`config.mk`:
```
export PLATFORM = sky130hd
export DESIGN_NAME = dcs_channel_regs
export DESIGN_NICKNAME = d
export VERILOG_FILES = /design/src/pkg/dcs_pkg.sv /design/src/hw/dcs_region_ptr.sv /design/src/hw/dcs_channel_regs.sv
export SDC_FILE = /design/constraint.sdc
export NUM_CORES = 1
export LEC_CHECK = 0
export BUFFER_PORTS_ARGS = -buffer_cell sky130_fd_sc_hd__buf_2
export CAP_MARGIN = 20
export CORE_MARGIN = 2
export CORE_UTILIZATION = 51
export DETAILED_ROUTE_END_ITERATION = 12
export MAX_ROUTING_LAYER = met4
export PLACE_DENSITY = 0.71
export SETUP_SLACK_MARGIN = 0.1
export SYNTH_ARGS = -nofsm -noshare
export SYNTH_HDL_FRONTEND = slang
export SYNTH_SLANG_ARGS = --single-unit
```
`constraint.sdc`:
```
create_clock -name aclk -period 4.2 [get_ports aclk]
set_input_delay 0.63 -clock aclk [delete_from_list [all_inputs] [get_ports aclk]]
set_output_delay 0.63 -clock aclk [all_outputs]
set_load 0.005 [all_outputs]
```
`src/pkg/dcs_pkg.sv`:
```
// Constants for the DMA channel size and pointer register block.
// Assumes a 32-bit AXI4-Lite register bus with byte addresses.
package dcs_pkg;
  localparam int ADDR_W = 8;
  localparam int LEN_W = 16;
  localparam int CNT_W = LEN_W + 1;

  // Register byte offsets
  localparam logic [7:0] OFS_DEST_LENGTH = 8'h00;
  localparam logic [7:0] OFS_SRC_PROGRESS = 8'h04;
  localparam logic [7:0] OFS_DEST_PROGRESS = 8'h08;
  localparam logic [7:0] OFS_BYTES_PER_TRIGGER = 8'h0c;
  localparam logic [7:0] OFS_SRC_LENGTH = 8'h10;
  localparam logic [7:0] OFS_CONTROL = 8'h14;
  localparam logic [7:0] OFS_INT_STATUS = 8'h18;
  localparam logic [7:0] OFS_INT_MASK = 8'h1c;

  // Control fields
  localparam int CTL_ENABLE_BIT = 0;
  localparam int CTL_PATTERN_BIT = 1;
  localparam int CTL_BUSY_BIT = 8;
  localparam int CTL_W = 2;

  // Interrupt status and mask fields
  localparam int FLG_W = 6;
  localparam int FLG_SRC_DONE = 5;
  localparam int FLG_SRC_HALF = 4;
  localparam int FLG_DEST_DONE = 3;
  localparam int FLG_DEST_HALF = 2;
  localparam int FLG_BLOCK = 1;
  localparam int FLG_CELL = 0;

  // Reset values
  localparam logic [LEN_W-1:0] RST_LEN = 16'h0000;
  localparam logic [LEN_W-1:0] RST_PTR = 16'h0000;
  localparam logic [CTL_W-1:0] RST_CTL = 2'h0;
  localparam logic [FLG_W-1:0] RST_FLG = 6'h00;

  localparam logic [1:0] RESP_OKAY = 2'h0;
  localparam logic [1:0] RESP_SLVERR = 2'h2;

  typedef enum logic {DCS_IDLE, DCS_MOVE} dcs_state_e;
endpackage

```
`src/hw/dcs_region_ptr.sv`:
```
// Progress pointer for one side of a channel region.
// Assumes step and clear are single-cycle pulses on aclk.
`timescale 1ns/10ps
module dcs_region_ptr #(
  parameter int LEN_W = 16
) (
  input wire logic aclk,
  input wire logic aresetn,
  input wire logic [LEN_W-1:0] length_field,
  input wire logic step,
  input wire logic clear,
  output logic [LEN_W-1:0] ptr,
  output logic [LEN_W:0] full_len,
  output logic done,
  output logic half
);
  logic [LEN_W-1:0] ptr_reg;
  logic [LEN_W:0] inc;

  // Zero length means the whole 2^LEN_W byte region
  assign full_len = {(length_field == '0), length_field};
  assign inc = {1'b0, ptr_reg} + {{LEN_W{1'b0}}, 1'b1};
  assign done = step && (inc == full_len);
  assign half = step && (inc == (full_len >> 1));
  assign ptr = ptr_reg;

  always_ff @(posedge aclk) begin
    if (!aresetn) begin
      ptr_reg <= '0;
    end else if (clear || done) begin
      // End of region returns to byte 0
      ptr_reg <= '0;
    end else if (step) begin
      ptr_reg <= inc[LEN_W-1:0];
    end
  end
endmodule

```
`src/hw/dcs_channel_regs.sv`:
```
// DMA channel transfer geometry: sizes, progress pointers, cell engine.
// Assumes an AXI4-Lite master on aclk and a byte mover answering
// move_req with a one-cycle move_ack; trigger and pattern_match are
// pulses from logic on aclk.
// How it works
// Destination length field counts bytes; zero means 65,536.
// Upper sixteen bits of size and pointer registers read zero.
// Source progress pointer is read-only byte index 0 to 65,535.
// In pattern mode a match clears the source progress pointer.
// Destination progress pointer is read-only byte index from 0.
// A trigger moves one cell of trigger length, cut short at block end or pattern hit; zero means 65,536.
// Reset clears sizes, both pointers and cell size to zero.
// Source length field decodes like destination; zero means 65,536.
// Destination done at end, half flag at midpoint of destination.
// Cell complete flag sets after each full cell.
// Block complete after larger size moved, or on pattern match.
// Pointers advance per byte moved and wrap to zero at end.
//
// The register addresses and register access over AXI4-Lite were left to the implementer.
`timescale 1ns/10ps
module dcs_channel_regs #(
  parameter int ADDR_W = dcs_pkg::ADDR_W,
  parameter int LEN_W = dcs_pkg::LEN_W
) (
  input wire logic aclk,
  input wire logic aresetn,
  input wire logic [ADDR_W-1:0] s_axi_awaddr,
  input wire logic s_axi_awvalid,
  output logic s_axi_awready,
  input wire logic [31:0] s_axi_wdata,
  input wire logic [3:0] s_axi_wstrb,
  input wire logic s_axi_wvalid,
  output logic s_axi_wready,
  output logic [1:0] s_axi_bresp,
  output logic s_axi_bvalid,
  input wire logic s_axi_bready,
  input wire logic [ADDR_W-1:0] s_axi_araddr,
  input wire logic s_axi_arvalid,
  output logic s_axi_arready,
  output logic [31:0] s_axi_rdata,
  output logic [1:0] s_axi_rresp,
  output logic s_axi_rvalid,
  input wire logic s_axi_rready,
  input wire logic trigger,
  input wire logic pattern_match,
  output logic move_req,
  input wire logic move_ack,
  output logic [LEN_W-1:0] move_src_index,
  output logic [LEN_W-1:0] move_dest_index,
  output logic irq
);
  localparam int CNT_W = LEN_W + 1;

  logic [LEN_W-1:0] dest_length_field_reg, src_length_field_reg;
  logic [LEN_W-1:0] trigger_length_field_reg;
  logic [dcs_pkg::CTL_W-1:0] ctl_reg;
  logic [dcs_pkg::FLG_W-1:0] flag_reg, mask_reg;
  logic [CNT_W-1:0] cell_cnt_reg, block_cnt_reg;
  dcs_pkg::dcs_state_e state_reg;
  logic [ADDR_W-1:0] aw_addr_reg;
  logic aw_held_reg, w_held_reg;
  logic [31:0] w_data_reg;
  logic [3:0] w_strb_reg;
  logic [ADDR_W-1:0] rd_addr_reg;
  logic [LEN_W-1:0] src_progress_field, dest_progress_field;
  logic [CNT_W-1:0] src_full, dest_full, cell_full, block_full;
  logic [CNT_W-1:0] cell_inc, block_inc;
  logic src_done, src_half, dest_done_flag_ev, dest_half_flag_ev;
  logic byte_step, cell_end, block_end, pattern_hit, wr_fire, rd_hit;
  logic [7:0] wr_ofs;
  logic [dcs_pkg::FLG_W-1:0] flag_set, flag_clr;
  logic [31:0] rd_word;

  function automatic logic [LEN_W-1:0] merge16(
    input logic [LEN_W-1:0] old,
    input logic [31:0] data,
    input logic [3:0] strb
  );
    logic [LEN_W-1:0] res;
    res = old;
    if (strb[0]) res[7:0] = data[7:0];
    if (strb[1]) res[15:8] = data[15:8];
    return res;
  endfunction

  // Byte engine
  assign pattern_hit = pattern_match && ctl_reg[dcs_pkg::CTL_PATTERN_BIT];
  assign move_req = (state_reg == dcs_pkg::DCS_MOVE);
  assign byte_step = move_req && move_ack;
  assign cell_full = {(trigger_length_field_reg == '0),
                      trigger_length_field_reg};
  assign block_full = (src_full > dest_full) ? src_full : dest_full;
  assign cell_inc = cell_cnt_reg + {{LEN_W{1'b0}}, 1'b1};
  assign block_inc = block_cnt_reg + {{LEN_W{1'b0}}, 1'b1};
  assign cell_end = byte_step && (cell_inc == cell_full);
  assign block_end = byte_step && (block_inc == block_full);

  dcs_region_ptr #(
    .LEN_W(LEN_W)
  ) u_src_ptr (
    .aclk(aclk),
    .aresetn(aresetn),
    .length_field(src_length_field_reg),
    .step(byte_step),
    .clear(pattern_hit),
    .ptr(src_progress_field),
    .full_len(src_full),
    .done(src_done),
    .half(src_half)
  );

  dcs_region_ptr #(
    .LEN_W(LEN_W)
  ) u_dest_ptr (
    .aclk(aclk),
    .aresetn(aresetn),
    .length_field(dest_length_field_reg),
    .step(byte_step),
    .clear(1'b0),
    .ptr(dest_progress_field),
    .full_len(dest_full),
    .done(dest_done_flag_ev),
    .half(dest_half_flag_ev)
  );

  assign move_src_index = src_progress_field;
  assign move_dest_index = dest_progress_field;

  always_ff @(posedge aclk) begin
    if (!aresetn) begin
      state_reg <= dcs_pkg::DCS_IDLE;
    end else begin
      case (state_reg)
        dcs_pkg::DCS_IDLE: begin
          if (trigger && ctl_reg[dcs_pkg::CTL_ENABLE_BIT]) begin
            state_reg <= dcs_pkg::DCS_MOVE;
          end
        end
        dcs_pkg::DCS_MOVE: begin
          // Pattern stop waits for no ack; mover must tolerate it
          if (cell_end || block_end || pattern_hit) begin
            state_reg <= dcs_pkg::DCS_IDLE;
          end
        end
        default: state_reg <= dcs_pkg::DCS_IDLE;
      endcase
    end
  end

  always_ff @(posedge aclk) begin
    if (!aresetn) begin
      cell_cnt_reg <= '0;
    end else if (cell_end || block_end || pattern_hit) begin
      cell_cnt_reg <= '0;
    end else if (byte_step) begin
      cell_cnt_reg <= cell_inc;
    end
  end

  always_ff @(posedge aclk) begin
    if (!aresetn) begin
      block_cnt_reg <= '0;
    end else if (block_end || pattern_hit) begin
      block_cnt_reg <= '0;
    end else if (byte_step) begin
      block_cnt_reg <= block_inc;
    end
  end

  // AXI4-Lite write side: address and data taken in either order
  assign s_axi_awready = !aw_held_reg && !s_axi_bvalid;
  assign s_axi_wready = !w_held_reg && !s_axi_bvalid;
  assign wr_fire = aw_held_reg && w_held_reg && !s_axi_bvalid;
  assign wr_ofs = {aw_addr_reg[7:2], 2'b00};

  always_ff @(posedge aclk) begin
    if (!aresetn) begin
      aw_held_reg <= 1'b0;
      aw_addr_reg <= '0;
    end else if (s_axi_awvalid && s_axi_awready) begin
      aw_held_reg <= 1'b1;
      aw_addr_reg <= s_axi_awaddr;
    end else if (wr_fire) begin
      aw_held_reg <= 1'b0;
    end
  end

  always_ff @(posedge aclk) begin
    if (!aresetn) begin
      w_held_reg <= 1'b0;
      w_data_reg <= '0;
      w_strb_reg <= '0;
    end else if (s_axi_wvalid && s_axi_wready) begin
      w_held_reg <= 1'b1;
      w_data_reg <= s_axi_wdata;
      w_strb_reg <= s_axi_wstrb;
    end else if (wr_fire) begin
      w_held_reg <= 1'b0;
    end
  end

  always_ff @(posedge aclk) begin
    if (!aresetn) begin
      s_axi_bvalid <= 1'b0;
      s_axi_bresp <= dcs_pkg::RESP_OKAY;
    end else if (wr_fire) begin
      s_axi_bvalid <= 1'b1;
      case (wr_ofs)
        dcs_pkg::OFS_DEST_LENGTH, dcs_pkg::OFS_SRC_PROGRESS,
        dcs_pkg::OFS_DEST_PROGRESS, dcs_pkg::OFS_BYTES_PER_TRIGGER,
        dcs_pkg::OFS_SRC_LENGTH, dcs_pkg::OFS_CONTROL,
        dcs_pkg::OFS_INT_STATUS, dcs_pkg::OFS_INT_MASK:
          s_axi_bresp <= dcs_pkg::RESP_OKAY;
        default: s_axi_bresp <= dcs_pkg::RESP_SLVERR;
      endcase
    end else if (s_axi_bready) begin
      s_axi_bvalid <= 1'b0;
    end
  end

  // Size registers; upper lanes are dropped
  always_ff @(posedge aclk) begin
    if (!aresetn) begin
      dest_length_field_reg <= dcs_pkg::RST_LEN;
      src_length_field_reg <= dcs_pkg::RST_LEN;
      trigger_length_field_reg <= dcs_pkg::RST_LEN;
    end else if (wr_fire) begin
      if (wr_ofs == dcs_pkg::OFS_DEST_LENGTH) begin
        dest_length_field_reg <=
          merge16(dest_length_field_reg, w_data_reg, w_strb_reg);
      end
      if (wr_ofs == dcs_pkg::OFS_SRC_LENGTH) begin
        src_length_field_reg <=
          merge16(src_length_field_reg, w_data_reg, w_strb_reg);
      end
      if (wr_ofs == dcs_pkg::OFS_BYTES_PER_TRIGGER) begin
        trigger_length_field_reg <=
          merge16(trigger_length_field_reg, w_data_reg, w_strb_reg);
      end
    end
  end

  always_ff @(posedge aclk) begin
    if (!aresetn) begin
      ctl_reg <= dcs_pkg::RST_CTL;
      mask_reg <= dcs_pkg::RST_FLG;
    end else if (wr_fire && w_strb_reg[0]) begin
      if (wr_ofs == dcs_pkg::OFS_CONTROL) begin
        ctl_reg <= w_data_reg[dcs_pkg::CTL_W-1:0];
      end
      if (wr_ofs == dcs_pkg::OFS_INT_MASK) begin
        mask_reg <= w_data_reg[dcs_pkg::FLG_W-1:0];
      end
    end
  end

  // Sticky event flags, write one to clear; a new event beats the clear
  always_comb begin
    flag_set = '0;
    flag_set[dcs_pkg::FLG_SRC_DONE] = src_done;
    flag_set[dcs_pkg::FLG_SRC_HALF] = src_half;
    flag_set[dcs_pkg::FLG_DEST_DONE] = dest_done_flag_ev;
    flag_set[dcs_pkg::FLG_DEST_HALF] = dest_half_flag_ev;
    flag_set[dcs_pkg::FLG_BLOCK] = block_end || pattern_hit;
    flag_set[dcs_pkg::FLG_CELL] = cell_end;
  end

  assign flag_clr = (wr_fire && wr_ofs == dcs_pkg::OFS_INT_STATUS &&
                     w_strb_reg[0]) ? w_data_reg[dcs_pkg::FLG_W-1:0] : '0;

  always_ff @(posedge aclk) begin
    if (!aresetn) begin
      flag_reg <= dcs_pkg::RST_FLG;
    end else begin
      flag_reg <= (flag_reg & ~flag_clr) | flag_set;
    end
  end

  assign irq = |(flag_reg & mask_reg);

  // AXI4-Lite read side, one cycle to rvalid
  assign s_axi_arready = !s_axi_rvalid;

  always_comb begin
    rd_word = '0;
    rd_hit = 1'b1;
    case ({s_axi_araddr[7:2], 2'b00})
      dcs_pkg::OFS_DEST_LENGTH: rd_word[LEN_W-1:0] = dest_length_field_reg;
      dcs_pkg::OFS_SRC_PROGRESS: rd_word[LEN_W-1:0] = src_progress_field;
      dcs_pkg::OFS_DEST_PROGRESS: rd_word[LEN_W-1:0] = dest_progress_field;
      dcs_pkg::OFS_BYTES_PER_TRIGGER:
        rd_word[LEN_W-1:0] = trigger_length_field_reg;
      dcs_pkg::OFS_SRC_LENGTH: rd_word[LEN_W-1:0] = src_length_field_reg;
      dcs_pkg::OFS_CONTROL: begin
        rd_word[dcs_pkg::CTL_W-1:0] = ctl_reg;
        rd_word[dcs_pkg::CTL_BUSY_BIT] = move_req;
      end
      dcs_pkg::OFS_INT_STATUS: rd_word[dcs_pkg::FLG_W-1:0] = flag_reg;
      dcs_pkg::OFS_INT_MASK: rd_word[dcs_pkg::FLG_W-1:0] = mask_reg;
      default: rd_hit = 1'b0;
    endcase
  end

  always_ff @(posedge aclk) begin
    if (!aresetn) begin
      s_axi_rvalid <= 1'b0;
      s_axi_rdata <= '0;
      s_axi_rresp <= dcs_pkg::RESP_OKAY;
      rd_addr_reg <= '0;
    end else if (s_axi_arvalid && s_axi_arready) begin
      s_axi_rvalid <= 1'b1;
      s_axi_rdata <= rd_word;
      s_axi_rresp <= rd_hit ? dcs_pkg::RESP_OKAY : dcs_pkg::RESP_SLVERR;
      rd_addr_reg <= s_axi_araddr;
    end else if (s_axi_rready) begin
      s_axi_rvalid <= 1'b0;
    end
  end
endmodule

```
==> flow_summary.yaml <==
timing:
  relSlewSlack_pct: 39.26
  fin_crit_ns: 3.941
  rsz0062_at_grt: "no"
  fin_crit_sh_pct: 93.82
  fin_worst_skew_ns: 0.01391
  max_freq_mhz: 253.8
  tightest_slew_ns: 0.9112
  setup_tns_ns: 0
  fin_hold_ws_ns: 0.4269
  setup_ws_ns: 0.2594
  setup_violations: 0
  finalHoldViolCount: 0
  final_max_slew_viol_count: 0
yosys:
  synth.avg_cell_area_um2: 8.346
  synthFlopType: "dfxtp_1"
  ys_ff_latch: 175
  syn_area_mm2: 0.01107
  synth.top_cell.area_share_pct: 31.66
  synth_area_leader_cell: "dfxtp_1"
  synthTopCellsByArea: "dfxtp_1, xnor2_1, xor2_1"
  synthArstFlopShare_pct: 0
  syn_inst: 1326
  ys_types: 65
  synth_enable_flop_cells: 0
  yosys_warnings: 0
  yosysMostFrequentCell: "dfxtp_1"
  yosysSeqAreaShare_pct: 31.66
  synthTopCellsByCount: "dfxtp_1, nand2_1, xnor2_1, nor2_1, xor2_1"
power_and_ir_drop:
  max-vdd-ir-drop_v: 0.0002373
  p_leak_uw: 0.004734
  intPower_uw: 2611
  pwr-share-seq_pct: 48.3
  p_switching_uw: 926.0
  switching_share_pct: 26.18
  p_per_area_mw_per_mm2: 283.4
  clkPwrFrac_pct: 46.7
  combPwrFrac_pct: 5.1
place:
  gp_congestion: 1.020
  dp_slack_ns: 0.3264
  place_hpwl_um: 25190
  io_buffers: 96
detailed_routing:
  drtAntennaViolNets: 0
  drt_first_pass_iters: 7
  drt_iter0_drc: 754
  wl_per_cell_um: 19.80
  drc: 0
  wl_um: 33510
  vias_per_cell: 5.801
  vias: 9815
clocking:
  clk_pin_slew_ns: 0.08
  cts_buffers: 17
  cts_tree: "built"
  insertion_delay_ns: 0.45
  cts_max_path_buffers: 2
  ctsHoldBuffers: 0
  cts_max_level: 4
  cts_root_buf: "clkbuf_16"
  cts_setup_buffers: 0
  cts-resized-gates: 0
  cts.sinks: 175
worst_setup_path:
  arrival_ns: 4.26
  crit_path_start_kind: "flop"
  path_max_fanout: 35
  critPathCaptureType: "flop"
  crit_required_ns: 4.52
  crit_type: "reg2reg"
floorplan:
  die_x_um: 151.3
  row_count: 53
  ios: 137
  initial_core_util_pct: 52.32
  coreArea_mm2: 0.02115
  fp.dieArea_mm2: 0.02289
  fp.dieH_um: 151.3
global_route:
  grt-ovfl-total: 0
  grt_pass1_vias: 9179
  track_usage_pct: 30.54
  grt_pass1_wl_um: 51750
  grt_max_degree: 111
  antenna_found_initial: 2
final_layout:
  final_layout_size_suffix_gt1_share_pct: 16.25
  nNetsFinal: 1484
  fillers: 1937
  areaGrowthSynthToFinish_pct: 12.78
worst_hold_path:
  holdCritPathClass: "in2reg"
run_status:
  status: "finished, final reports clean"
run:
  maxCapViolations: 0
-- worst paths after layout --
path / slack (ns) / cells past startpoint / to / from
worst max-delay path: 0.26 / 12 / cell_cnt_reg[12] / src_length_field_reg[4]
worst min-delay path: 0.43 / 3 / w_data_reg[0] / s_axi_wdata[0]
worst max register to register: 0.26 / 12 / cell_cnt_reg[12] / src_length_field_reg[4]
worst min register to register: 0.51 / 2 / move_req / ctl_reg[0]
-- metrics by stage --
| step | power [uW] | cells | util, % | instance area (um2) |
|---|---|---|---|---|
| 2_1_floorplan | 1870 | 1343 | - | 11130 |
| 3_3_place_gp | 1921 | 1658 | 56.07 | 11860 |
| 3_5_place_dp | 1925 | 1658 | 56.07 | 11860 |
| 4_1_cts | 3556 | 1690 | 58.98 | 12480 |
| 5_1_grt | 3638 | 1692 | 59.00 | 12480 |
| 6_report | 3537 | 1692 | 59.00 | 12480 |
-- metal layers --
| layer | routed length (um) | global-route usage, % |
|---|---|---|
| met3 | 2148 | 5.512 |
| met4 | 1107 | 11.26 |
| met2 | 15370 | 47.60 |
| met5 | 0 | - |
| met1 | 14880 | 39.69 |
-- worst max-delay path, cell delays in order, from the launching register on --
cell,delay (ns)
dfxtp_1,0.43
ha_1,0.38
nand4_1,0.21
or4_1,0.56
o211a_1,0.22
a21oi_1,0.22
and2_4,0.27
mux2_2,0.36
a221oi_1,0.34
nand4_2,0.25
o21ai_4,0.22
buf_12,0.25
nor3_1,0.09
-- kinds of logic after synthesis --
family / Yosys count / synth area share [%]
AOI/OAI and AO/OA: 172 / 11.15
buffers and inverters: 136 / 5.517
adders and majority gates: 21 / 2.352
xor gates and xnor gates: 199 / 15.75
DFF: 175 / 31.66
other: 1 / 0.03388
and+or+nand+nor: 542 / 24.85
muxes: 80 / 8.694
-- area by class of cell --
class                           count  area [um2]  share of cell area, %
Antenna cell                        2       5.005                0.04010
Clock buffer                       17       425.4                  3.409
Clock inverter                     15       188.9                  1.514
Tap cell                          275       344.1                  2.757
Multi-Input combinational cell   1032        7025                  56.29
Inverter                           28       105.1                 0.8421
Timing Repair Buffer              148       883.3                  7.078
Sequential cell                   175        3503                  28.07
-- cells in the final DEF (no fill, tap or decap), drive strengths merged, types with 7 or more instances in the layout --
master / n
dfxtp: 175
nand2: 161
buf: 148
xnor2: 124
nor2: 100
xor2: 75
nor2b: 66
mux2i: 59
nand3: 52
nor3: 42
a21boi: 40
inv: 35
nand4: 34
o21ai: 33
nor4: 29
a22oi: 23
a21oi: 22
ha: 20
and3: 19
conb: 18
clkbuf: 17
and2: 13
mux4: 12
a22o: 9
mux2: 9
a31oi: 7
-- power groups by stage --
| stage | sequential (uW) | clock, uW | combinational [uW] |
|---|---|---|---|
| after global routing | 1710 | 1730 | 198 |
| after floorplan | 1730 | 0 | 136 |
| after detailed placement | 1750 | 0 | 178 |
| after global placement | 1750 | 0 | 175 |
| final | 1710 | 1650 | 179 |
| after CTS | 1710 | 1670 | 179 |
Note: power is estimated with default switching activity, not from simulation.
